<file path="src/pkg/mode_select_pkg.sv">
// package: register map, field layout, modes and carrier structs of the dual mode selector
package mode_select_pkg;
  localparam int ADDR_W = 8;
  localparam int POS_SEL_W = 4;
  localparam logic [ADDR_W-1:0] CTRL_OFS = 8'h00;
  localparam logic [ADDR_W-1:0] FUNC_OFS = 8'h04;
  localparam logic [ADDR_W-1:0] MAX_VEL_OFS = 8'h08;
  localparam logic [ADDR_W-1:0] STATUS_OFS = 8'h0c;
  localparam logic [ADDR_W-1:0] VEL_PRESET_OFS = 8'h10;
  localparam logic [ADDR_W-1:0] TRQ_PRESET_OFS = 8'h20;
  localparam logic [ADDR_W-1:0] POS_TABLE_OFS = 8'h40;
  localparam int PRESETS = 3;
  localparam int MODE_LSB = 0;
  localparam int MODE_W = 5;
  localparam int ZERO_TRQ_BIT = 5;
  localparam int VLIM_DIGIT_LSB = 8;
  localparam int TLIM_DIGIT_LSB = 12;
  localparam logic [MODE_W-1:0] CM_PT_V = 5'h06;
  localparam logic [MODE_W-1:0] CM_PT_T = 5'h07;
  localparam logic [MODE_W-1:0] CM_PR_V = 5'h08;
  localparam logic [MODE_W-1:0] CM_PR_T = 5'h09;
  localparam logic [MODE_W-1:0] CM_V_T = 5'h0a;
  localparam logic [7:0] FN_POS_VEL = 8'h12;
  localparam logic [7:0] FN_VEL_TRQ = 8'h13;
  localparam logic [7:0] FN_POS_TRQ = 8'h14;
  localparam logic [3:0] DIGIT_ON = 4'h1;
  localparam logic [31:0] CTRL_RST = 32'h0000_000a;
  localparam logic [7:0] FUNC_RST = 8'h00;
  localparam logic [14:0] MAX_VEL_RST = 15'h7fff;
  localparam logic [15:0] TRQ_NO_LIMIT = 16'h7fff;
  localparam logic [1:0] RESP_OKAY = 2'h0;
  localparam logic [1:0] RESP_SLVERR = 2'h2;

  typedef enum logic [1:0] {
    MODE_VEL = 2'h0,
    MODE_TRQ = 2'h1,
    MODE_PR = 2'h3,
    MODE_PT = 2'h2
  } mode_e;

  typedef struct packed {
    logic mode_sel;
    logic trigger;
    logic [1:0] vel_sel;
    logic torque_select_bit_high;
    logic torque_select_bit_low;
    logic [POS_SEL_W-1:0] pos_sel;
  } pins_s;

  typedef struct packed {
    mode_e mode;
    logic [31:0] pos_cmd;
    logic motion_hold;
    logic [15:0] vel_cmd;
    logic [15:0] trq_cmd;
    logic vel_limit_on;
    logic [15:0] vel_limit;
    logic trq_limit_on;
    logic [15:0] trq_limit;
  } drive_cmd_s;
endpackage

</file>
<file path="src/verilog/dual_mode_select.sv">
// module: dual control mode selection, command routing and limits with an AXI4-Lite register file
`timescale 1ns/1ps
module dual_mode_select #(
  parameter int POS_ENTRIES = 16
) (
  input wire logic aclk,
  input wire logic aresetn,
  input wire logic ce,
  input wire logic awvalid,
  output logic awready,
  input wire logic [mode_select_pkg::ADDR_W-1:0] awaddr,
  input wire logic [2:0] awprot,
  input wire logic wvalid,
  output logic wready,
  input wire logic [31:0] wdata,
  input wire logic [3:0] wstrb,
  output logic bvalid,
  input wire logic bready,
  output logic [1:0] bresp,
  input wire logic arvalid,
  output logic arready,
  input wire logic [mode_select_pkg::ADDR_W-1:0] araddr,
  input wire logic [2:0] arprot,
  output logic rvalid,
  input wire logic rready,
  output logic [31:0] rdata,
  output logic [1:0] rresp,
  input wire mode_select_pkg::pins_s pins,
  input wire logic [15:0] analog_in,
  input wire logic [31:0] pulse_position,
  output mode_select_pkg::drive_cmd_s drive_cmd
);
  import mode_select_pkg::*;

  if (POS_ENTRIES < 1 || POS_ENTRIES > (1 << POS_SEL_W)) begin : g_check
    $error("POS_ENTRIES must lie between 1 and the reach of the position select inputs");
  end

  typedef struct packed {
    logic aw_held;
    logic [ADDR_W-1:0] aw_addr;
    logic w_held;
    logic [31:0] w_data;
    logic [3:0] w_strb;
    logic bvalid;
    logic [1:0] bresp;
    logic rvalid;
    logic [31:0] rdata;
    logic [1:0] rresp;
    logic [31:0] ctrl;
    logic [7:0] func;
    logic [14:0] max_vel;
    logic [PRESETS-1:0][15:0] vel_pre;
    logic [PRESETS-1:0][15:0] trq_pre;
    logic [POS_ENTRIES-1:0][31:0] pos_tab;
    pins_s sync1;
    pins_s sync2;
    logic trig_prev;
    logic hold;
    logic [31:0] pos_latched;
    drive_cmd_s cmd;
  } state_s;

  state_s state_reg;
  state_s state_next;

  function automatic logic [31:0] merge(input logic [31:0] old, input logic [31:0] val, input logic [3:0] strb);
    logic [31:0] r;
    r = old;
    for (int b = 0; b < 4; b++) begin
      if (strb[b]) begin
        r[8*b +: 8] = val[8*b +: 8];
      end
    end
    return r;
  endfunction

  function automatic logic [15:0] abs_sat(input logic [15:0] v);
    logic [15:0] r;
    r = v;
    if (v[15]) begin
      r = (v == 16'h8000) ? 16'h7fff : 16'(-v);
    end
    return r;
  endfunction

  function automatic logic [15:0] clamp(input logic [15:0] v, input logic [14:0] m);
    logic signed [15:0] sv;
    logic signed [15:0] sm;
    logic [15:0] r;
    sv = signed'(v);
    sm = signed'({1'b0, m});
    r = v;
    if (sv > sm) begin
      r = {1'b0, m};
    end else if (sv < -sm) begin
      r = 16'(-sm);
    end
    return r;
  endfunction

  // returns {ok, data} for a read of the given byte address
  function automatic logic [32:0] read_word(input state_s s, input logic [ADDR_W-1:0] a);
    logic [32:0] r;
    logic [ADDR_W-1:0] rel;
    r = {1'b0, 32'h0000_0000};
    rel = 8'h00;
    if (a == CTRL_OFS) begin
      r = {1'b1, s.ctrl};
    end else if (a == FUNC_OFS) begin
      r = {1'b1, 24'h00_0000, s.func};
    end else if (a == MAX_VEL_OFS) begin
      r = {1'b1, 17'h0_0000, s.max_vel};
    end else if (a == STATUS_OFS) begin
      r = {1'b1, 13'h0000, s.cmd.trq_limit_on, s.cmd.vel_limit_on, s.cmd.motion_hold, s.cmd.mode, 14'h0000};
      r[15:0] = s.pos_latched[15:0];
    end else if (a >= VEL_PRESET_OFS && a < VEL_PRESET_OFS + 8'(4 * PRESETS)) begin
      rel = a - VEL_PRESET_OFS;
      r = {1'b1, 16'h0000, s.vel_pre[rel[3:2]]};
    end else if (a >= TRQ_PRESET_OFS && a < TRQ_PRESET_OFS + 8'(4 * PRESETS)) begin
      rel = a - TRQ_PRESET_OFS;
      r = {1'b1, 16'h0000, s.trq_pre[rel[3:2]]};
    end else if (a >= POS_TABLE_OFS && a < POS_TABLE_OFS + 8'(4 * POS_ENTRIES)) begin
      rel = a - POS_TABLE_OFS;
      r = {1'b1, s.pos_tab[rel[7:2]]};
    end
    // a byte offset inside a word is refused
    if (a[1:0] != 2'h0) begin
      r = {1'b0, 32'h0000_0000};
    end
    return r;
  endfunction

  logic [32:0] rd;
  logic [ADDR_W-1:0] wrel;
  logic [31:0] wmerged;
  logic wr_ok;
  logic [MODE_W-1:0] cm;
  logic dual;
  mode_e mode_lo;
  mode_e mode_hi;
  logic [7:0] req_fn;
  mode_e mode_new;
  logic trig_rise;
  logic [15:0] vel_raw;
  logic [15:0] trq_raw;
  logic [15:0] trq_lim_src;
  logic [1:0] tsel;
  logic [31:0] table_entry;

  always_comb begin
    state_next = state_reg;
    // ready drops while a response is outstanding or the enable is low
    awready = ce && !state_reg.aw_held && !state_reg.bvalid;
    wready = ce && !state_reg.w_held && !state_reg.bvalid;
    arready = ce && !state_reg.rvalid;
    rd = read_word(state_reg, araddr);
    wrel = 8'h00;
    wmerged = 32'h0000_0000;
    wr_ok = 1'b0;
    cm = state_reg.ctrl[MODE_LSB +: MODE_W];
    dual = 1'b1;
    mode_lo = MODE_VEL;
    mode_hi = MODE_VEL;
    req_fn = FN_POS_VEL;
    mode_new = MODE_VEL;
    trig_rise = 1'b0;
    vel_raw = 16'h0000;
    trq_raw = 16'h0000;
    trq_lim_src = 16'h0000;
    tsel = {state_reg.sync2.torque_select_bit_high, state_reg.sync2.torque_select_bit_low};
    table_entry = 32'h0000_0000;
    if (ce) begin
      // write path: address and data may arrive in either order
      if (awvalid && awready) begin
        state_next.aw_held = 1'b1;
        state_next.aw_addr = awaddr;
      end
      if (wvalid && wready) begin
        state_next.w_held = 1'b1;
        state_next.w_data = wdata;
        state_next.w_strb = wstrb;
      end
      if (state_reg.bvalid && bready) begin
        state_next.bvalid = 1'b0;
      end
      if (state_reg.aw_held && state_reg.w_held && !state_reg.bvalid) begin
        state_next.aw_held = 1'b0;
        state_next.w_held = 1'b0;
        state_next.bvalid = 1'b1;
        wr_ok = read_word(state_reg, state_reg.aw_addr) >> 32 != 33'h0;
        state_next.bresp = wr_ok ? RESP_OKAY : RESP_SLVERR;
        if (wr_ok) begin
          if (state_reg.aw_addr == CTRL_OFS) begin
            state_next.ctrl = merge(state_reg.ctrl, state_reg.w_data, state_reg.w_strb);
          end else if (state_reg.aw_addr == FUNC_OFS) begin
            wmerged = merge({24'h00_0000, state_reg.func}, state_reg.w_data, state_reg.w_strb);
            state_next.func = wmerged[7:0];
          end else if (state_reg.aw_addr == MAX_VEL_OFS) begin
            wmerged = merge({17'h0_0000, state_reg.max_vel}, state_reg.w_data, state_reg.w_strb);
            state_next.max_vel = wmerged[14:0];
          end else if (state_reg.aw_addr >= POS_TABLE_OFS) begin
            wrel = state_reg.aw_addr - POS_TABLE_OFS;
            state_next.pos_tab[wrel[7:2]] =
              merge(state_reg.pos_tab[wrel[7:2]], state_reg.w_data, state_reg.w_strb);
          end else if (state_reg.aw_addr >= TRQ_PRESET_OFS) begin
            wrel = state_reg.aw_addr - TRQ_PRESET_OFS;
            wmerged = merge({16'h0000, state_reg.trq_pre[wrel[3:2]]}, state_reg.w_data, state_reg.w_strb);
            state_next.trq_pre[wrel[3:2]] = wmerged[15:0];
          end else if (state_reg.aw_addr >= VEL_PRESET_OFS) begin
            wrel = state_reg.aw_addr - VEL_PRESET_OFS;
            wmerged = merge({16'h0000, state_reg.vel_pre[wrel[3:2]]}, state_reg.w_data, state_reg.w_strb);
            state_next.vel_pre[wrel[3:2]] = wmerged[15:0];
          end
        end
      end
      // read path
      if (state_reg.rvalid && rready) begin
        state_next.rvalid = 1'b0;
      end
      if (arvalid && arready) begin
        state_next.rvalid = 1'b1;
        state_next.rdata = rd[31:0];
        state_next.rresp = rd[32] ? RESP_OKAY : RESP_SLVERR;
      end

      // pin inputs pass two flops; only the second one is read
      state_next.sync1 = pins;
      state_next.sync2 = state_reg.sync1;
      state_next.trig_prev = state_reg.sync2.trigger;
      trig_rise = state_reg.sync2.trigger && !state_reg.trig_prev;

      // pairing table; mode changes are taken whatever the servo state
      unique case (cm)
        CM_PT_V: begin
          mode_lo = MODE_VEL;
          mode_hi = MODE_PT;
          req_fn = FN_POS_VEL;
        end
        CM_PT_T: begin
          mode_lo = MODE_TRQ;
          mode_hi = MODE_PT;
          req_fn = FN_POS_TRQ;
        end
        CM_PR_V: begin
          mode_lo = MODE_VEL;
          mode_hi = MODE_PR;
          req_fn = FN_POS_VEL;
        end
        CM_PR_T: begin
          mode_lo = MODE_TRQ;
          mode_hi = MODE_PR;
          req_fn = FN_POS_TRQ;
        end
        CM_V_T: begin
          mode_lo = MODE_VEL;
          mode_hi = MODE_TRQ;
          req_fn = FN_VEL_TRQ;
        end
        default: begin
          dual = 1'b0;
        end
      endcase
      // the select level is followed every cycle, no servo-off needed
      if (dual && state_reg.func == req_fn && state_reg.sync2.mode_sel) begin
        mode_new = mode_hi;
      end else begin
        mode_new = mode_lo;
      end
      state_next.cmd.mode = mode_new;

      // position source
      // selections past the populated table read as zero
      table_entry = state_reg.pos_tab[state_reg.sync2.pos_sel];
      if (32'(state_reg.sync2.pos_sel) >= 32'(POS_ENTRIES)) begin
        table_entry = 32'h0000_0000;
      end
      if (mode_new == MODE_PR) begin
        // entry into table mode keeps the hold set until a trigger rises
        if (trig_rise) begin
          state_next.pos_latched = table_entry;
          state_next.hold = 1'b0;
        end
      end else begin
        state_next.hold = 1'b1;
      end
      if (mode_new == MODE_PT) begin
        state_next.cmd.pos_cmd = pulse_position;
        state_next.cmd.motion_hold = 1'b0;
      end else if (mode_new == MODE_PR) begin
        state_next.cmd.pos_cmd = state_next.pos_latched;
        state_next.cmd.motion_hold = state_next.hold;
      end else begin
        state_next.cmd.pos_cmd = state_reg.cmd.pos_cmd;
        state_next.cmd.motion_hold = 1'b0;
      end

      // velocity command and limit
      // selector code 0 picks the analog input, codes 1 to 3 the presets
      vel_raw = (state_reg.sync2.vel_sel == 2'h0) ? analog_in :
        state_reg.vel_pre[state_reg.sync2.vel_sel - 2'h1];
      state_next.cmd.vel_cmd = (mode_new == MODE_VEL) ? clamp(vel_raw, state_reg.max_vel) : 16'h0000;
      state_next.cmd.vel_limit_on = (mode_new == MODE_TRQ) &&
        (state_reg.ctrl[VLIM_DIGIT_LSB +: 4] == DIGIT_ON);
      state_next.cmd.vel_limit = state_next.cmd.vel_limit_on ?
        clamp(abs_sat(vel_raw), state_reg.max_vel) : {1'b0, state_reg.max_vel};

      // torque command and limit
      if (tsel == 2'h0) begin
        trq_raw = state_reg.ctrl[ZERO_TRQ_BIT] ? 16'h0000 : analog_in;
        trq_lim_src = analog_in;
      end else begin
        trq_raw = state_reg.trq_pre[tsel - 2'h1];
        trq_lim_src = trq_raw;
      end
      state_next.cmd.trq_cmd = (mode_new == MODE_TRQ) ? trq_raw : 16'h0000;
      state_next.cmd.trq_limit_on = (mode_new != MODE_TRQ) &&
        (state_reg.ctrl[TLIM_DIGIT_LSB +: 4] == DIGIT_ON);
      state_next.cmd.trq_limit = state_next.cmd.trq_limit_on ? abs_sat(trq_lim_src) : TRQ_NO_LIMIT;
    end
  end

  // reset acts whatever the clock enable says
  always_ff @(posedge aclk) begin
    if (!aresetn) begin
      state_reg <= '0;
      state_reg.ctrl <= CTRL_RST;
      state_reg.func <= FUNC_RST;
      state_reg.max_vel <= MAX_VEL_RST;
      state_reg.hold <= 1'b1;
      state_reg.cmd.vel_limit <= {1'b0, MAX_VEL_RST};
      state_reg.cmd.trq_limit <= TRQ_NO_LIMIT;
    end else begin
      state_reg <= state_next;
    end
  end

  // registered outputs come straight from the state
  assign bvalid = state_reg.bvalid;
  assign bresp = state_reg.bresp;
  assign rvalid = state_reg.rvalid;
  assign rdata = state_reg.rdata;
  assign rresp = state_reg.rresp;
  assign drive_cmd = state_reg.cmd;
endmodule // dual_mode_select

</file>
<file path="config.mk">
export PLATFORM = sky130hd
export DESIGN_NAME = dual_mode_select
export DESIGN_NICKNAME = d
export VERILOG_FILES = /design/src/pkg/mode_select_pkg.sv /design/src/verilog/dual_mode_select.sv
export SDC_FILE = /design/constraint.sdc
export NUM_CORES = 2
export LEC_CHECK = 0
export BUFFER_PORTS_ARGS = -buffer_cell sky130_fd_sc_hd__buf_2
export CAP_MARGIN = 10
export CORE_MARGIN = 5
export CORE_UTILIZATION = 40
export CTS_BUF_LIST = sky130_fd_sc_hd__clkbuf_8
export DETAILED_ROUTE_END_ITERATION = 16
export PLACE_DENSITY_LB_ADDON = 0.1
export SYNTH_ARGS = -nofsm -noshare
export SYNTH_HDL_FRONTEND = slang
export SYNTH_SLANG_ARGS = --single-unit
</file>
<file path="constraint.sdc">
create_clock -name aclk -period 6.1 [get_ports aclk]
set_input_delay 0.305 -clock aclk [delete_from_list [all_inputs] [get_ports aclk]]
set_output_delay 0.305 -clock aclk [all_outputs]
set_load 0.03 [all_outputs]
</file>
==> out/metrics.csv <==
stage,metric,value,unit
outcome,status,completed,
timing,Final Hold Vio Count,0,
global_routing,initial antenna violation count,11,
finish,"Design Area, Final",57360,sq um
die,site row count,130,
clock_tree,CTS tree,done,
detailed_routing,post-route antenna net violation count,0,
setup_path,worst-path maximum fanout,16,
power,leakage,20.08,nW
power,Power Dens Cells,230.2,nW/um^2
placed_design,Placer Congestion,0.9478,
finish,Final Util,45.56,%
global_routing,overall routing resource usage,28.23,%
finish,"commonest non-fill, non-tap cell in the layout",nor2_1,
clock_tree,CTS Buf Count,167,
synthesis,Post-synth EDFFs,0,
detailed_routing,First-pass DRT Iterations,8,
timing,TNS Setup,0,ns
setup_path,Reg-to-Reg End,drive_cmd[22]$_SDFFE_PN1P_,
setup_path,FF-to-FF setup slack,0.29,ns
power,clock share of power,45.0,%
synthesis,"Warnings, synthesis",0,
die,starting density of the core,40.34,%
power,Net Sw Frac,27.86,%
die,die height,366.3,um
die,die width,366.3,um
synthesis,Post-Synthesis Cells,5199,
timing,Period minus WS final,5.808,ns
timing,Max Slew Vio Count,0,
clock_tree,clk slew on worst S/H paths,0.06,ns
setup_path,worst setup path end,drive_cmd[22]$_SDFFE_PN1P_,
clock_tree,clk_lat worst skew,0.92,ns
die,Ports,266,
placed_design,DP HPWL,126300,um
power,overall power,13.20,mW
power,Gate power share,9.4,%
clock_tree,htree depth,4,
detailed_routing,vias,42595,
synthesis,main flop type after synthesis,dfxtp_1,
synthesis,"Avg Cell Area, Syn",9.768,sq um
detailed_routing,WL per Instance,27.83,um
placed_design,"Cell Area, Placed",52630,sq um
timing,RSZ-0062 raised after global routing,yes,
worst_hold_path,Hold/Removal Path Class,input pin to register,
global_routing,gr ovfl total,0,
timing,final count of negative-setup-slack endpoints,0,
timing,FMAX,172.2,MHz
power,switching power,3.678,mW
placed_design,PortBufs,257,
finish,"commonest cells after routing, fill and taps aside","972 x nor2_1, 890 x dfxtp_1, 585 x a211oi_1, 470 x mux4_2, 296 x nand2_1",
job,max_cap viols,0,
setup_path,worst r2r src,state_reg[141]$_SDFFE_PN0P_,
timing,Tcrit/Tclk final,95.22,%
timing,Setup WS post-layout,0.2916,ns
timing,Worst-Margin Slew,1.253,ns
detailed_routing,final WL,195800,um
die,core area,125900,sq um
synthesis,Post-synth ARST share,0,%
synthesis,Yosys top cell area share,35.48,%
power,VDD IR-drop max,0.0002207,V
timing,Hold Slack,0.1703,ns
finish,max reg flops,758,
synthesis,synth unique cells,87,
detailed_routing,Residual DRC,0,
detailed_routing,DR vias/cell,6.052,
detailed_routing,initial DRC count,4222,
setup_path,CP Data Arrival Time,6.57,ns
finish,final layout net count,5444,
synthesis,most area-consuming cells after synthesis,"dfxtp_1 35%, mux4_2 21%, a211oi_1 8.7%",
timing,Final Skew,0.05590,ns
synthesis,sequential fraction of the synthesis area,35.48,%
setup_path,worst setup path class,register to register,
placed_design,Setup WS pre-CTS,0.04735,ns
clock_tree,Bufs on Longest Clock Path,3,
timing,max_slew headroom,16.26,%
synthesis,Yosys top cell by area,dfxtp_1,
clock_tree,Clock Tree Root,clkbuf_8,
setup_path,Critical Path Start,state_reg[141]$_SDFFE_PN0P_,
global_routing,first-pass GRT wire length,285500,um
power,Internal Dissipation,9.527,mW
clock_tree,clk sinks,900,
finish,share of cells above drive strength 1,22.85,%
setup_path,Setup crit start kind,register,
power,sequential power share,45.6,%
finish,Fill cells,12093,
setup_path,Worst Path Required,6.86,ns
finish,Syn-to-layout area delta,12.93,%
placed_design,placed cell count,6608,
setup_path,CP endpoint kind,register,
finish,Non-Filler Instances,7038,
global_routing,largest net degree at the start of global routing,183,
synthesis,#FFs+latches synth,900,
setup_path,worst r2r path cells,20,
die,die area,134200,sq um
global_routing,vias in the first global route,40325,
synthesis,post-synthesis cell area,50790,sq um
[area by class of cell]
cell class / instances / area [sq um] / share of cell area [%]
repair buffers: 524 / 3817 / 6.656
clock buffers: 207 / 2849 / 4.967
diodes: 5 / 12.51 / 0.02182
inverters: 49 / 192.7 / 0.3360
well taps: 1650 / 2064 / 3.599
flip-flops and latches: 900 / 18040 / 31.46
clock inverters: 89 / 530.5 / 0.9250
multi-input cells: 3614 / 29840 / 52.03
[logic make-up after synthesis]
logic type / synth area share [%]
AO/OA/AOI/OAI: 15.63
multiplexers: 27.97
flip-flops: 35.48
XOR/XNOR: 0.5346
buffers and inverters: 6.176
other: 0.007384
adder cells (fa/ha/maj): 1.577
AND/OR/NAND/NOR: 12.63
[worst min-delay path by stage]
stage	cells past startpoint	to	start	slack, ns
after floorplan	2	drive_cmd[52]$_SDFFE_PN0P_	drive_cmd[52]$_SDFFE_PN0P_	0.42
after global placement	2	drive_cmd[15]$_SDFFE_PN0P_	drive_cmd[15]$_SDFFE_PN0P_	0.44
after detailed placement	2	drive_cmd[15]$_SDFFE_PN0P_	drive_cmd[15]$_SDFFE_PN0P_	0.44
after CTS	4	state_reg[151]$_SDFFE_PN0P_	pins[6]	0.09
after global routing	4	state_reg[856]$_SDFFE_PN0P_	wstrb[0]	0.15
final	4	state_reg[152]$_SDFFE_PN0P_	pins[7]	0.17
[repair_timing]
action,4_1_cts,5_1_grt
pin swaps,1,1
cloned,1,0
buffers inserted,0,2
gates resized for setup,2,7
endpoints found under the setup margin,1,16
hold buffers,126,0
hold endpoints to repair,162,0
[power by group through the flow]
stage	registers (mW)	logic, mW	clock network [mW]
final	6.02	1.24	5.94
after global routing	6.02	1.31	6.35
after CTS	6.02	1.23	6.08
after detailed placement	6.14	1.16	0
after global placement	6.14	1.16	0
after floorplan	6.08	0.787	0
[critical path, stage by stage, from the launching register on]
cell       delay (ns)
dfxtp_1          0.33
inv_1            0.07
ha_2             0.53
buf_4            0.30
mux2_2           0.36
a221o_1          0.36
o22a_1           0.29
nor4_2           0.32
nand2_1          0.24
o21ai_0          0.35
ha_1             0.21
nor2b_1          0.11
o21ai_0          0.11
nor3b_1          0.16
o21bai_1         0.16
a21oi_1          0.18
o31ai_4          0.64
buf_4            0.26
nor2_1           0.05
a2111oi_1        0.52
a221oi_1         0.09
[cell usage after synthesis (all sizes together), types with 7 or more instances]
master	number
mux2	59
nor4bb	8
o21ai	79
o22ai	30
nand3b	8
a21o	13
xnor2	20
nor4	9
nor3	65
a22oi	70
a221o	13
mux4	470
nand2b	13
dfxtp	900
o21a	8
o211ai	13
inv	48
a32oi	9
a211o	10
and3	9
nand2	297
mux2i	295
nor2b	35
o221ai	7
buf	228
a211oi	586
nand3	69
clkbuf	410
a221oi	7
nor2	987
o31ai	7
nand4	11
xor2	11
a21oi	219
ha	64
and2	11
a31oi	21
a22o	7
[routing by layer]
layer | vias to the layer above | global-route usage, % | wire [um]
met5 | - | 0 | 10
met4 | 2 | 9.324 | 6668
met3 | 335 | 5.788 | 14030
met2 | 1639 | 45.13 | 90090
met1 | 21184 | 38.44 | 85040
li1 | 19435 | - | -
Power figures use the tool's default switching activity.
